<file path="config.mk">
export PLATFORM = sky130hd
export DESIGN_NAME = sgds_top
export DESIGN_NICKNAME = d
export VERILOG_FILES = /design/src/rtl/sgds_pkg.sv /design/src/rtl/sgds_pin_cell.sv /design/src/rtl/sgds_top.sv
export SDC_FILE = /design/constraint.sdc
export NUM_CORES = 1
export LEC_CHECK = 0
export BUFFER_PORTS_ARGS = -buffer_cell sky130_fd_sc_hd__buf_2
export CORE_UTILIZATION = 46
export DETAILED_ROUTE_END_ITERATION = 7
export GPL_ROUTABILITY_DRIVEN = 1
export HOLD_SLACK_MARGIN = 0.15
export PLACE_DENSITY = 0.8
export SETUP_SLACK_MARGIN = 0.02
export SYNTH_ARGS = -nofsm -noshare
export SYNTH_HDL_FRONTEND = slang
export SYNTH_HIERARCHICAL = 1
export SYNTH_SLANG_ARGS = --single-unit
</file>
<file path="constraint.sdc">
create_clock -name clk -period 1.8 [get_ports clk]
set_clock_uncertainty 0.15 [all_clocks]
set_input_delay 0.09 -clock clk [delete_from_list [all_inputs] [get_ports clk]]
set_output_delay 0.09 -clock clk [all_outputs]
set_load 0.02 [all_outputs]
</file>
<file path="src/rtl/sgds_pkg.sv">
// Constants, field layout and carrier types for the six-pin port block.
// Assumes a 32-bit APB master on the same clock and register addresses decoded in full.
package sgds_pkg;

	localparam int PIN_COUNT = 6;

	localparam logic [31:0] ADDR_FUNC_SEL = 32'hFFFF0D00;
	localparam logic [31:0] ADDR_DATA = 32'hFFFF0D10;
	localparam logic [31:0] ADDR_SET = 32'hFFFF0D14;
	localparam logic [31:0] ADDR_POWER = 32'hFFFF0D1C;

	localparam int DIR_LSB = 24;
	localparam int OUT_LSB = 16;
	localparam int IN_LSB = 0;
	localparam int FSEL_STRIDE = 4;
	localparam int PWR_DOWN_BIT = 0;

	localparam logic [31:0] DATA_RESET = 32'h000000FF;
	localparam logic [PIN_COUNT-1:0] FSEL_RESET = 6'h00;
	localparam logic PWR_RESET = 1'b0;

	typedef struct packed {
		logic [PIN_COUNT-1:0] dir;
		logic [PIN_COUNT-1:0] dout;
	} sgds_port_t;

	typedef struct packed {
		logic [PIN_COUNT-1:0] sel;
		logic [PIN_COUNT-1:0] out;
		logic [PIN_COUNT-1:0] oe;
	} sgds_alt_t;

endpackage : sgds_pkg

</file>
<file path="src/rtl/sgds_pin_cell.sv">
// One pad cell: input synchroniser, port/peripheral output select and power-down hold.
// Assumes the pad itself resolves the wire from pinOut and pinOe; all inputs but pinIn are on clk.
`timescale 1ns/10ps
module sgds_pin_cell (
	input wire logic clk,
	input wire logic nrst,
	input wire logic freeze,
	input wire logic altSel,
	input wire logic dirOut,
	input wire logic dataOut,
	input wire logic altOut,
	input wire logic altOe,
	input wire logic pinIn,
	output logic pinOut,
	output logic pinOe,
	output logic pinSync
);
	logic metaQ;
	logic syncQ;
	logic outQ;
	logic oeQ;
	logic outD;
	logic oeD;

	// Port control only acts while the pin is in general-purpose mode.
	assign outD = altSel ? altOut : dataOut;
	assign oeD = altSel ? altOe : dirOut;

	always_ff @(posedge clk or negedge nrst) begin
		if (!nrst) begin
			metaQ <= 1'b0;
			syncQ <= 1'b0;
		end else begin
			metaQ <= pinIn;
			syncQ <= metaQ;
		end
	end

	// While frozen the pad keeps its last level so the board sees no glitch.
	always_ff @(posedge clk or negedge nrst) begin
		if (!nrst) begin
			outQ <= 1'b0;
			oeQ <= 1'b0;
		end else if (!freeze) begin
			outQ <= outD;
			oeQ <= oeD;
		end
	end

	assign pinOut = outQ;
	assign pinOe = oeQ;
	assign pinSync = syncQ;

endmodule : sgds_pin_cell

</file>
<file path="src/rtl/sgds_top.sv">
// Six-pin general-purpose port with data/direction register and set-only register on APB.
// Assumes an APB master on clk, pins that need synchronising, and peripheral lines on clk.
//
// Design decision made here: the APB register port.
`timescale 1ns/10ps
module sgds_top
	import sgds_pkg::*;
(
	input wire logic clk,
	input wire logic nrst,
	input wire logic [31:0] paddr,
	input wire logic psel,
	input wire logic penable,
	input wire logic pwrite,
	input wire logic [31:0] pwdata,
	output logic [31:0] prdata,
	output logic pready,
	output logic pslverr,
	input wire logic [PIN_COUNT-1:0] altOut,
	input wire logic [PIN_COUNT-1:0] altOe,
	output logic [PIN_COUNT-1:0] altIn,
	input wire logic [PIN_COUNT-1:0] pinIn,
	output logic [PIN_COUNT-1:0] pinOut,
	output logic [PIN_COUNT-1:0] pinOe
);
	sgds_port_t portQ;
	sgds_port_t portD;
	logic [PIN_COUNT-1:0] fselQ;
	logic [PIN_COUNT-1:0] fselD;
	logic pwrDownQ;
	logic pwrDownD;
	logic readyQ;
	logic slverrQ;
	logic [31:0] rdataQ;
	logic [31:0] rdataD;
	logic [PIN_COUNT-1:0] pinSync;
	sgds_alt_t alt;

	// Bus phase and address decode.
	wire setupPhase = psel & ~penable;
	wire accessDone = psel & penable & readyQ;
	wire hitFsel = (paddr == ADDR_FUNC_SEL);
	wire hitData = (paddr == ADDR_DATA);
	wire hitSet = (paddr == ADDR_SET);
	wire hitPower = (paddr == ADDR_POWER);
	wire hitAny = hitFsel | hitData | hitSet | hitPower;
	wire wrFsel = accessDone & pwrite & hitFsel;
	wire wrData = accessDone & pwrite & hitData;
	wire wrSet = accessDone & pwrite & hitSet;
	wire wrPower = accessDone & pwrite & hitPower;

	wire [PIN_COUNT-1:0] wrDir = pwdata[DIR_LSB +: PIN_COUNT];
	wire [PIN_COUNT-1:0] wrOut = pwdata[OUT_LSB +: PIN_COUNT];
	wire [PIN_COUNT-1:0] setMask = pwdata[OUT_LSB +: PIN_COUNT];

	// Input-data bits are never stored, so a write to them has nothing to land in.
	// The set register only ORs ones into the output latch; a zero never clears.
	assign portD.dir = wrData ? wrDir : portQ.dir;
	assign portD.dout = wrData ? wrOut :
		(wrSet ? (portQ.dout | setMask) : portQ.dout);

	logic [PIN_COUNT-1:0] fselWr;
	logic [31:0] fselRead;
	always_comb begin
		fselWr = '0;
		fselRead = '0;
		for (int i = 0; i < PIN_COUNT; i++) begin
			fselWr[i] = pwdata[i*FSEL_STRIDE];
			fselRead[i*FSEL_STRIDE] = fselQ[i];
		end
	end
	assign fselD = wrFsel ? fselWr : fselQ;
	assign pwrDownD = wrPower ? pwdata[PWR_DOWN_BIT] : pwrDownQ;

	// Read data is captured in the setup cycle so the pins seen are those of that edge.
	wire [31:0] dataRead = {2'h0, portQ.dir, 2'h0, portQ.dout, 10'h000, pinSync};
	wire [31:0] powerRead = {31'h00000000, pwrDownQ};
	assign rdataD = hitFsel ? fselRead :
		hitData ? dataRead :
		hitPower ? powerRead : 32'h00000000;

	always_ff @(posedge clk or negedge nrst) begin
		if (!nrst) begin
			portQ.dir <= DATA_RESET[DIR_LSB +: PIN_COUNT];
			portQ.dout <= DATA_RESET[OUT_LSB +: PIN_COUNT];
			fselQ <= FSEL_RESET;
			pwrDownQ <= PWR_RESET;
		end else begin
			portQ <= portD;
			fselQ <= fselD;
			pwrDownQ <= pwrDownD;
		end
	end

	// Every transfer completes in its first access cycle; unmapped addresses error.
	always_ff @(posedge clk or negedge nrst) begin
		if (!nrst) begin
			readyQ <= 1'b0;
			slverrQ <= 1'b0;
			rdataQ <= 32'h00000000;
		end else begin
			readyQ <= setupPhase;
			slverrQ <= setupPhase & ~hitAny;
			if (setupPhase & ~pwrite) begin
				rdataQ <= rdataD;
			end
		end
	end

	assign prdata = rdataQ;
	assign pready = readyQ;
	assign pslverr = slverrQ;

	assign alt.sel = fselQ;
	assign alt.out = altOut;
	assign alt.oe = altOe;

	genvar g;
	generate
		for (g = 0; g < PIN_COUNT; g++) begin : gPin
			sgds_pin_cell uCell (
				.clk(clk),
				.nrst(nrst),
				.freeze(pwrDownQ),
				.altSel(alt.sel[g]),
				.dirOut(portQ.dir[g]),
				.dataOut(portQ.dout[g]),
				.altOut(alt.out[g]),
				.altOe(alt.oe[g]),
				.pinIn(pinIn[g]),
				.pinOut(pinOut[g]),
				.pinOe(pinOe[g]),
				.pinSync(pinSync[g])
			);
		end
	endgenerate

	// The peripherals see the same synchronised levels that software reads.
	assign altIn = pinSync;

	// A gpio pin with direction 0 is released one edge later.
	a_input_released: assert property (
		@(posedge clk) disable iff (!nrst)
		$past(!pwrDownQ) |-> ((pinOe & ~$past(fselQ) & ~$past(portQ.dir)) == '0)
	) else $error("gpio input pin is being driven");

	// A gpio pin with direction 1 is driven one edge later.
	a_output_enabled: assert property (
		@(posedge clk) disable iff (!nrst)
		$past(!pwrDownQ) |-> ((~pinOe & ~$past(fselQ) & $past(portQ.dir)) == '0)
	) else $error("gpio output pin is not driven");

	// The pin level follows the stored output bit.
	a_output_level: assert property (
		@(posedge clk) disable iff (!nrst)
		$past(!pwrDownQ) |-> (((pinOut ^ $past(portQ.dout)) & ~$past(fselQ)) == '0)
	) else $error("gpio pin level differs from output data");

	// A data read returns the pins as synchronised at the setup edge, reserved bits 15:6 zero.
	a_input_readback: assert property (
		@(posedge clk) disable iff (!nrst)
		(accessDone && !pwrite && hitData) |->
			(prdata[IN_LSB +: PIN_COUNT] == $past(pinSync)) && (prdata[15:6] == 10'h000)
	) else $error("input data read mismatch");

	// Set bits reach the output latch one edge and the pins two edges after the write.
	a_set_drives: assert property (
		@(posedge clk) disable iff (!nrst)
		(wrSet && !pwrDownQ && !pwrDownD) |-> ##2
			((pinOut & ~fselQ & $past(setMask, 2)) == ($past(setMask, 2) & ~fselQ))
	) else $error("set write did not drive pin high");

	// Zero bits leave both output and direction alone.
	a_set_zero_keeps: assert property (
		@(posedge clk) disable iff (!nrst)
		wrSet |=> (((portQ.dout ^ $past(portQ.dout)) & ~$past(setMask)) == '0)
			&& $stable(portQ.dir)
	) else $error("set write changed an unselected pin");

	// A later data read shows the bits that a set write raised.
	a_set_stored: assert property (
		@(posedge clk) disable iff (!nrst)
		wrSet |=> (portQ.dout == ($past(portQ.dout) | $past(setMask)))
	) else $error("set write not kept in output data");

	// Selected pins follow the peripheral, not the port registers.
	a_alt_follows: assert property (
		@(posedge clk) disable iff (!nrst)
		$past(!pwrDownQ) |->
			(((pinOut ^ $past(altOut)) | (pinOe ^ $past(altOe))) & $past(fselQ)) == '0
	) else $error("peripheral pin not following its function");

	// Held pins do not move while power-down stays on.
	a_powerdown_hold: assert property (
		@(posedge clk) disable iff (!nrst)
		$past(pwrDownQ) |-> $stable(pinOut) && $stable(pinOe)
	) else $error("pin changed during power-down");

	// A transfer is answered in its first access cycle.
	a_bus_answer: assert property (
		@(posedge clk) disable iff (!nrst)
		setupPhase |=> pready && (pslverr == !$past(hitAny))
	) else $error("bus transfer not answered in one cycle");

endmodule : sgds_top

</file>
; ---- After elaboration in Yosys (flattened, before gate mapping)
; Cells that the tools add are included.
[word_totals]
elab_cells = 70
input_bits = 87
reg_bits = 77
[op_classes]
n_mux = 17
n_eq_ne = 4
reduce_logical = 1
n_bitwise = 17
[ops]
columns = cell, count
row1 = 32-bit == test (second input constant), 4
row2 = 30-bit 2-to-1 mux, 2
row3 = 1-bit 2-to-1 mux, 13
row4 = 6-bit 2-to-1 mux, 2
row5 = 1-bit bitwise AND, 10
row6 = 6-bit OR, 1
row7 = 1-bit inverter, 3
row8 = 1-bit OR, 3
row9 = 2-bit nonzero test, 1

; ---- Depth between registers and ports, before layout
[depth]
depth_word = 6
ltp_mapped = 5
mapped_depth_nobuf = 4

; ---- Modules after synthesis
; Netlist, hierarchy kept.
[modules_own_cells]
columns = module, n_inst, area_per_inst_um2, seq_area_each_um2, cells_each
row1 = sgds_top, 1, 1990.7, 1026.0, 184
row2 = sgds_pin_cell, 6, 137.6, 100.1, 10

; ---- Worst setup path before layout
; OpenSTA, ideal clock, no wires.
[synth_timing]
kind = register -> register
from = register readyQ, in the netlist pready
to = register fselQ[0]
t_arrival_ns = 1.436
path_stages_with_launch = 6
slack_ns = 0.089
required_time_ns = 1.525
period_less_slack_ns = 1.711
setup_time_ns = 0.125
path_cell_list = dfrtp_1 nand4_1 nor2_1 and4_1 buf_2 mux2_2
[synth_between]
elab_chain_cells = 3
[synth_lines]
columns = element, line_no
row1 = "start, declared", sgds_top.sv:32  ; logic readyQ;
row2 = "start signal, assigned", sgds_top.sv:102  ; readyQ <= setupPhase;
row3 = 1-bit bitwise AND, sgds_top.sv:41  ; wire accessDone = psel & penable & readyQ;
row4 = 1-bit bitwise AND (2 in series), sgds_top.sv:47  ; wire wrFsel = accessDone & pwrite & hitFsel;
row5 = "end signal, assigned", sgds_top.sv:90  ; fselQ <= fselD;
row6 = "end, declared", sgds_top.sv:28  ; logic [PIN_COUNT-1:0] fselQ;
; Every way passes these cells.
; A chain may end at the register's enable or synchronous reset.

; ---- Worst setup path in the final report
[layout_timing]
from = input port penable
to = register rdataQ[0], in the netlist prdata[0]
[layout_between]
elab_chain_cells = 3
[layout_lines]
columns = element, line_no
row1 = "start, declared", sgds_top.sv:13  ; input wire logic penable,
row2 = 1-bit inverter, sgds_top.sv:40  ; wire setupPhase = psel & ~penable;
row3 = 1-bit bitwise AND, sgds_top.sv:40
row4 = 1-bit bitwise AND, sgds_top.sv:104  ; if (setupPhase & ~pwrite) begin
row5 = "end signal, assigned", sgds_top.sv:105  ; rdataQ <= rdataD;
row6 = "end, declared", sgds_top.sv:34  ; logic [31:0] rdataQ;
; Every way passes these cells.

==> results.yml <==
route:
  dr.pass1.iters: 4
  routed_wirelength_um: 7330
  first_iter_violations: 194
  vias: 2459
  drc: 0
  ant_nets: 0
  wl_per_cell_um: 14.9
  vias_per_cell: 4.99
pwr:
  switching_share: 0.230
  p_per_area_nw_per_um2: 763
  p_clk_frac: 0.444
  power.net_switching_w: 0.000728
  p_comb_frac: 0.089
  ir_worst_vdd_mv: 0.687
  p_leak_nw: 2.12
  intPower_w: 0.00244
  seq_power_share: 0.467
final_layout:
  area_growth_pct: 47.6
  post-route-util: 0.702
  drive_gt1_frac: 0.397
  multi_input_area_um2: 1060
  register_area_um2: 1630
  nFillCells: 438
  nets: 500
  antenna_cells: 0
synth:
  synth_top_cell_by_area: "dfrtp_1"
  postSynth.asyncResetShare: 1.00
  synthCells: 244
  netlist_top_cells_area: "dfrtp_1 (58%), nand2_1 (6.3%), mux2i_1 (5.3%), buf_4 (4.8%), mux2_2 (4.8%)"
  yosys_warnings: 6
  ys_ff_latch: 65
  avgSynthCellArea_um2: 11.5
  synth_edf_count: 0
  synthFlopType: "dfrtp_1"
  synth_area_um2: 2820
  synth_top_area_share: 0.578
  ys_seq_area_frac: 0.578
  ys_types: 38
job:
  maxCapViolCount: 0
floorplanning:
  die-width_um: 80.2
  ios: 139
  rows: 28
  initial_core_util: 0.476
  die_area_um2: 6440
  die_y_um: 80.2
  core_um2: 5920
setup_path:
  crit_path_end_kind: "flop"
  path_class: "input pin to flop"
  r2r_slack_ns: 0.19
  worstPathRequired_ns: 1.87
  rr_endpoint: "fselQ[3]$_DFFE_PN0P_"
  arrival_ns: 1.80
  path_max_fanout: 4
  worstReg2RegStart: "pready$_DFF_PN0_"
  ff2ff_path_depth: 5
  crit_path_start_kind: "input pin"
clocking:
  clock-sinks: 65
  tritoncts: "built"
  clock_path_buffers: 2
  root_buffer: "clkbuf_8"
  path_clk_slew_ns: 0.07
  clock_latency_ns: 0.33
  cts-htree-levels: 3
  numCtsBuffers: 9
timing:
  drv_slew: 0
  setup_viol: 0
  tns_ns: 0
  rsz0062_at_grt: "false"
  holdWs_ns: 0.123
  max_freq_mhz: 578
  fin_crit_ns: 1.73
  fin_crit_sh: 0.962
  hold_viol_final: 0
global_routing:
  grt_antenna_before_repair: 0
  grt_pass1_vias: 2429
  grt.overflow.total: 0
  grt_pass1_wl_um: 11800
  grt_util_all_layers: 0.247
  grt_max_degree: 66
placement:
  hpwl_um: 4860
  gp_congestion: 0.840
  io_buffers: 110
outcome:
  status: "completed"
worst_hold_path:
  min_path_type: "input pin to asynchronous set/reset pin"
stage by stage:
stage / setup slack [ns] / cell area [um2] / instances / total power, W
after global routing: 0.0321 / 4160 / 493 / 0.00329
after global placement: -0.0675 / 3490 / 433 / 0.00171
final: 0.0690 / 4160 / 493 / 0.00317
after CTS: 0.0533 / 4150 / 493 / 0.00319
after detailed placement: -0.0981 / 3490 / 433 / 0.00172
after floorplan: 0.0895 / 2860 / 255 / 0.00161
synthesized netlist by cell type (2+ instances only):
library cell  number
and4_1             2
buf_4             18
o21ai_1           12
mux2i_1           15
clkbuf_1           5
nand3_1            2
nand4_2            2
o31ai_1            5
dfrtp_1           65
nor2_1             3
o21ai_0           15
nand2b_1           2
nand2_1           47
a22o_1             6
mux2_2            12
nor4_4             2
buf_2              2
inv_1              3
nand4_1            5
a31oi_1            3
critical path, stage by stage:
cell and delay [ns]:
dlygate4sd3_1 0.55, buf_2 0.15, nand2b_1 0.19, nor2_1 0.16
dlygate4sd3_1 0.59, a31oi_1 0.08
state kept, by name, summed over array words and instances (netlist names):
| signal | flops |
|---|---|
| dataRead | 12 |
| fselQ | 6 |
| gPin.uCell/metaQ | 6 |
| gPin.uCell/pinOe | 6 |
| gPin.uCell/pinOut | 6 |
| gPin.uCell/pinSync | 6 |
| prdata | 20 |
| pready | 1 |
| pslverr | 1 |
| pwrDownQ | 1 |
final cells by class:
| class | count | area share |
|---|---|---|
| tap | 75 | 0.0226 |
| multi-input combinational | 162 | 0.255 |
| sequential | 65 | 0.391 |
| inverter | 3 | 0.00271 |
| clock buffer | 10 | 0.0331 |
| timing repair buffer | 172 | 0.274 |
| clock inverter | 6 | 0.0217 |
power by group through the flow:
stage | logic [W] | clock network [W] | registers (W)
floorplan | 0.0000932 | 0 | 0.00151
detailed placement | 0.000205 | 0 | 0.00151
global route | 0.000306 | 0.00150 | 0.00148
CTS | 0.000278 | 0.00143 | 0.00148
global placement | 0.000202 | 0 | 0.00151
finish | 0.000281 | 0.00141 | 0.00148
worst max path at each step:
stage	slack (ns)	endpoint	start	cells past startpoint
finish	0.07	prdata[0]$_DFFE_PN0P_	penable	6
global route	0.03	dataRead[16]$_DFFE_PN0P_	paddr[4]	6
CTS	0.05	prdata[0]$_DFFE_PN0P_	penable	6
detailed placement	-0.1	fselQ[3]$_DFFE_PN0P_	paddr[13]	6
global placement	-0.07	fselQ[3]$_DFFE_PN0P_	paddr[13]	6
floorplan	0.09	fselQ[0]$_DFFE_PN0P_	pready$_DFF_PN0_	5
cells in the final DEF, fill, tap and decap left out, drive strengths merged, types with 2 or more instances in the layout:
cell type and instances:
clkbuf 10, conb 12, nor2 3, o31ai 5, a31oi 3, mux2i 15
a22o 6, nor4 4, clkinv 2, o21ai 27, nand2b 2, nand3 2
dlygate4sd3 44, bufinv 2, inv 4, nand4b 2, and4 2, nand4 7
buf 128, dfrtp 65, nand2 47, mux2 13
metal layers:
metal	share of wire	global-route usage	vias to the layer above
met5	0	0	-
met4	0.012	0.107	0
met3	0.047	0.0432	8
met2	0.52	0.426	85
met1	0.42	0.302	1185
li1	-	-	1181
what timing repair did:
item                                    in CTS  in global routing
hold buffers                                44                  0
endpoints found under the hold margin      120                  0
setup buffers                                0                  0
endpoints found under the setup margin       0                  2
resized for setup                            0                  1
cell families (layout without fill, tap and decap cells):
logic type	Yosys count	after routing	synth area share
mux	28	28	0.105
buf+inv	28	191	0.0622
other cells	1	12	0.00133
compound gates	43	43	0.0929
flops	65	65	0.578
simple gates	79	79	0.161
(Power assumes the default switching activity.)
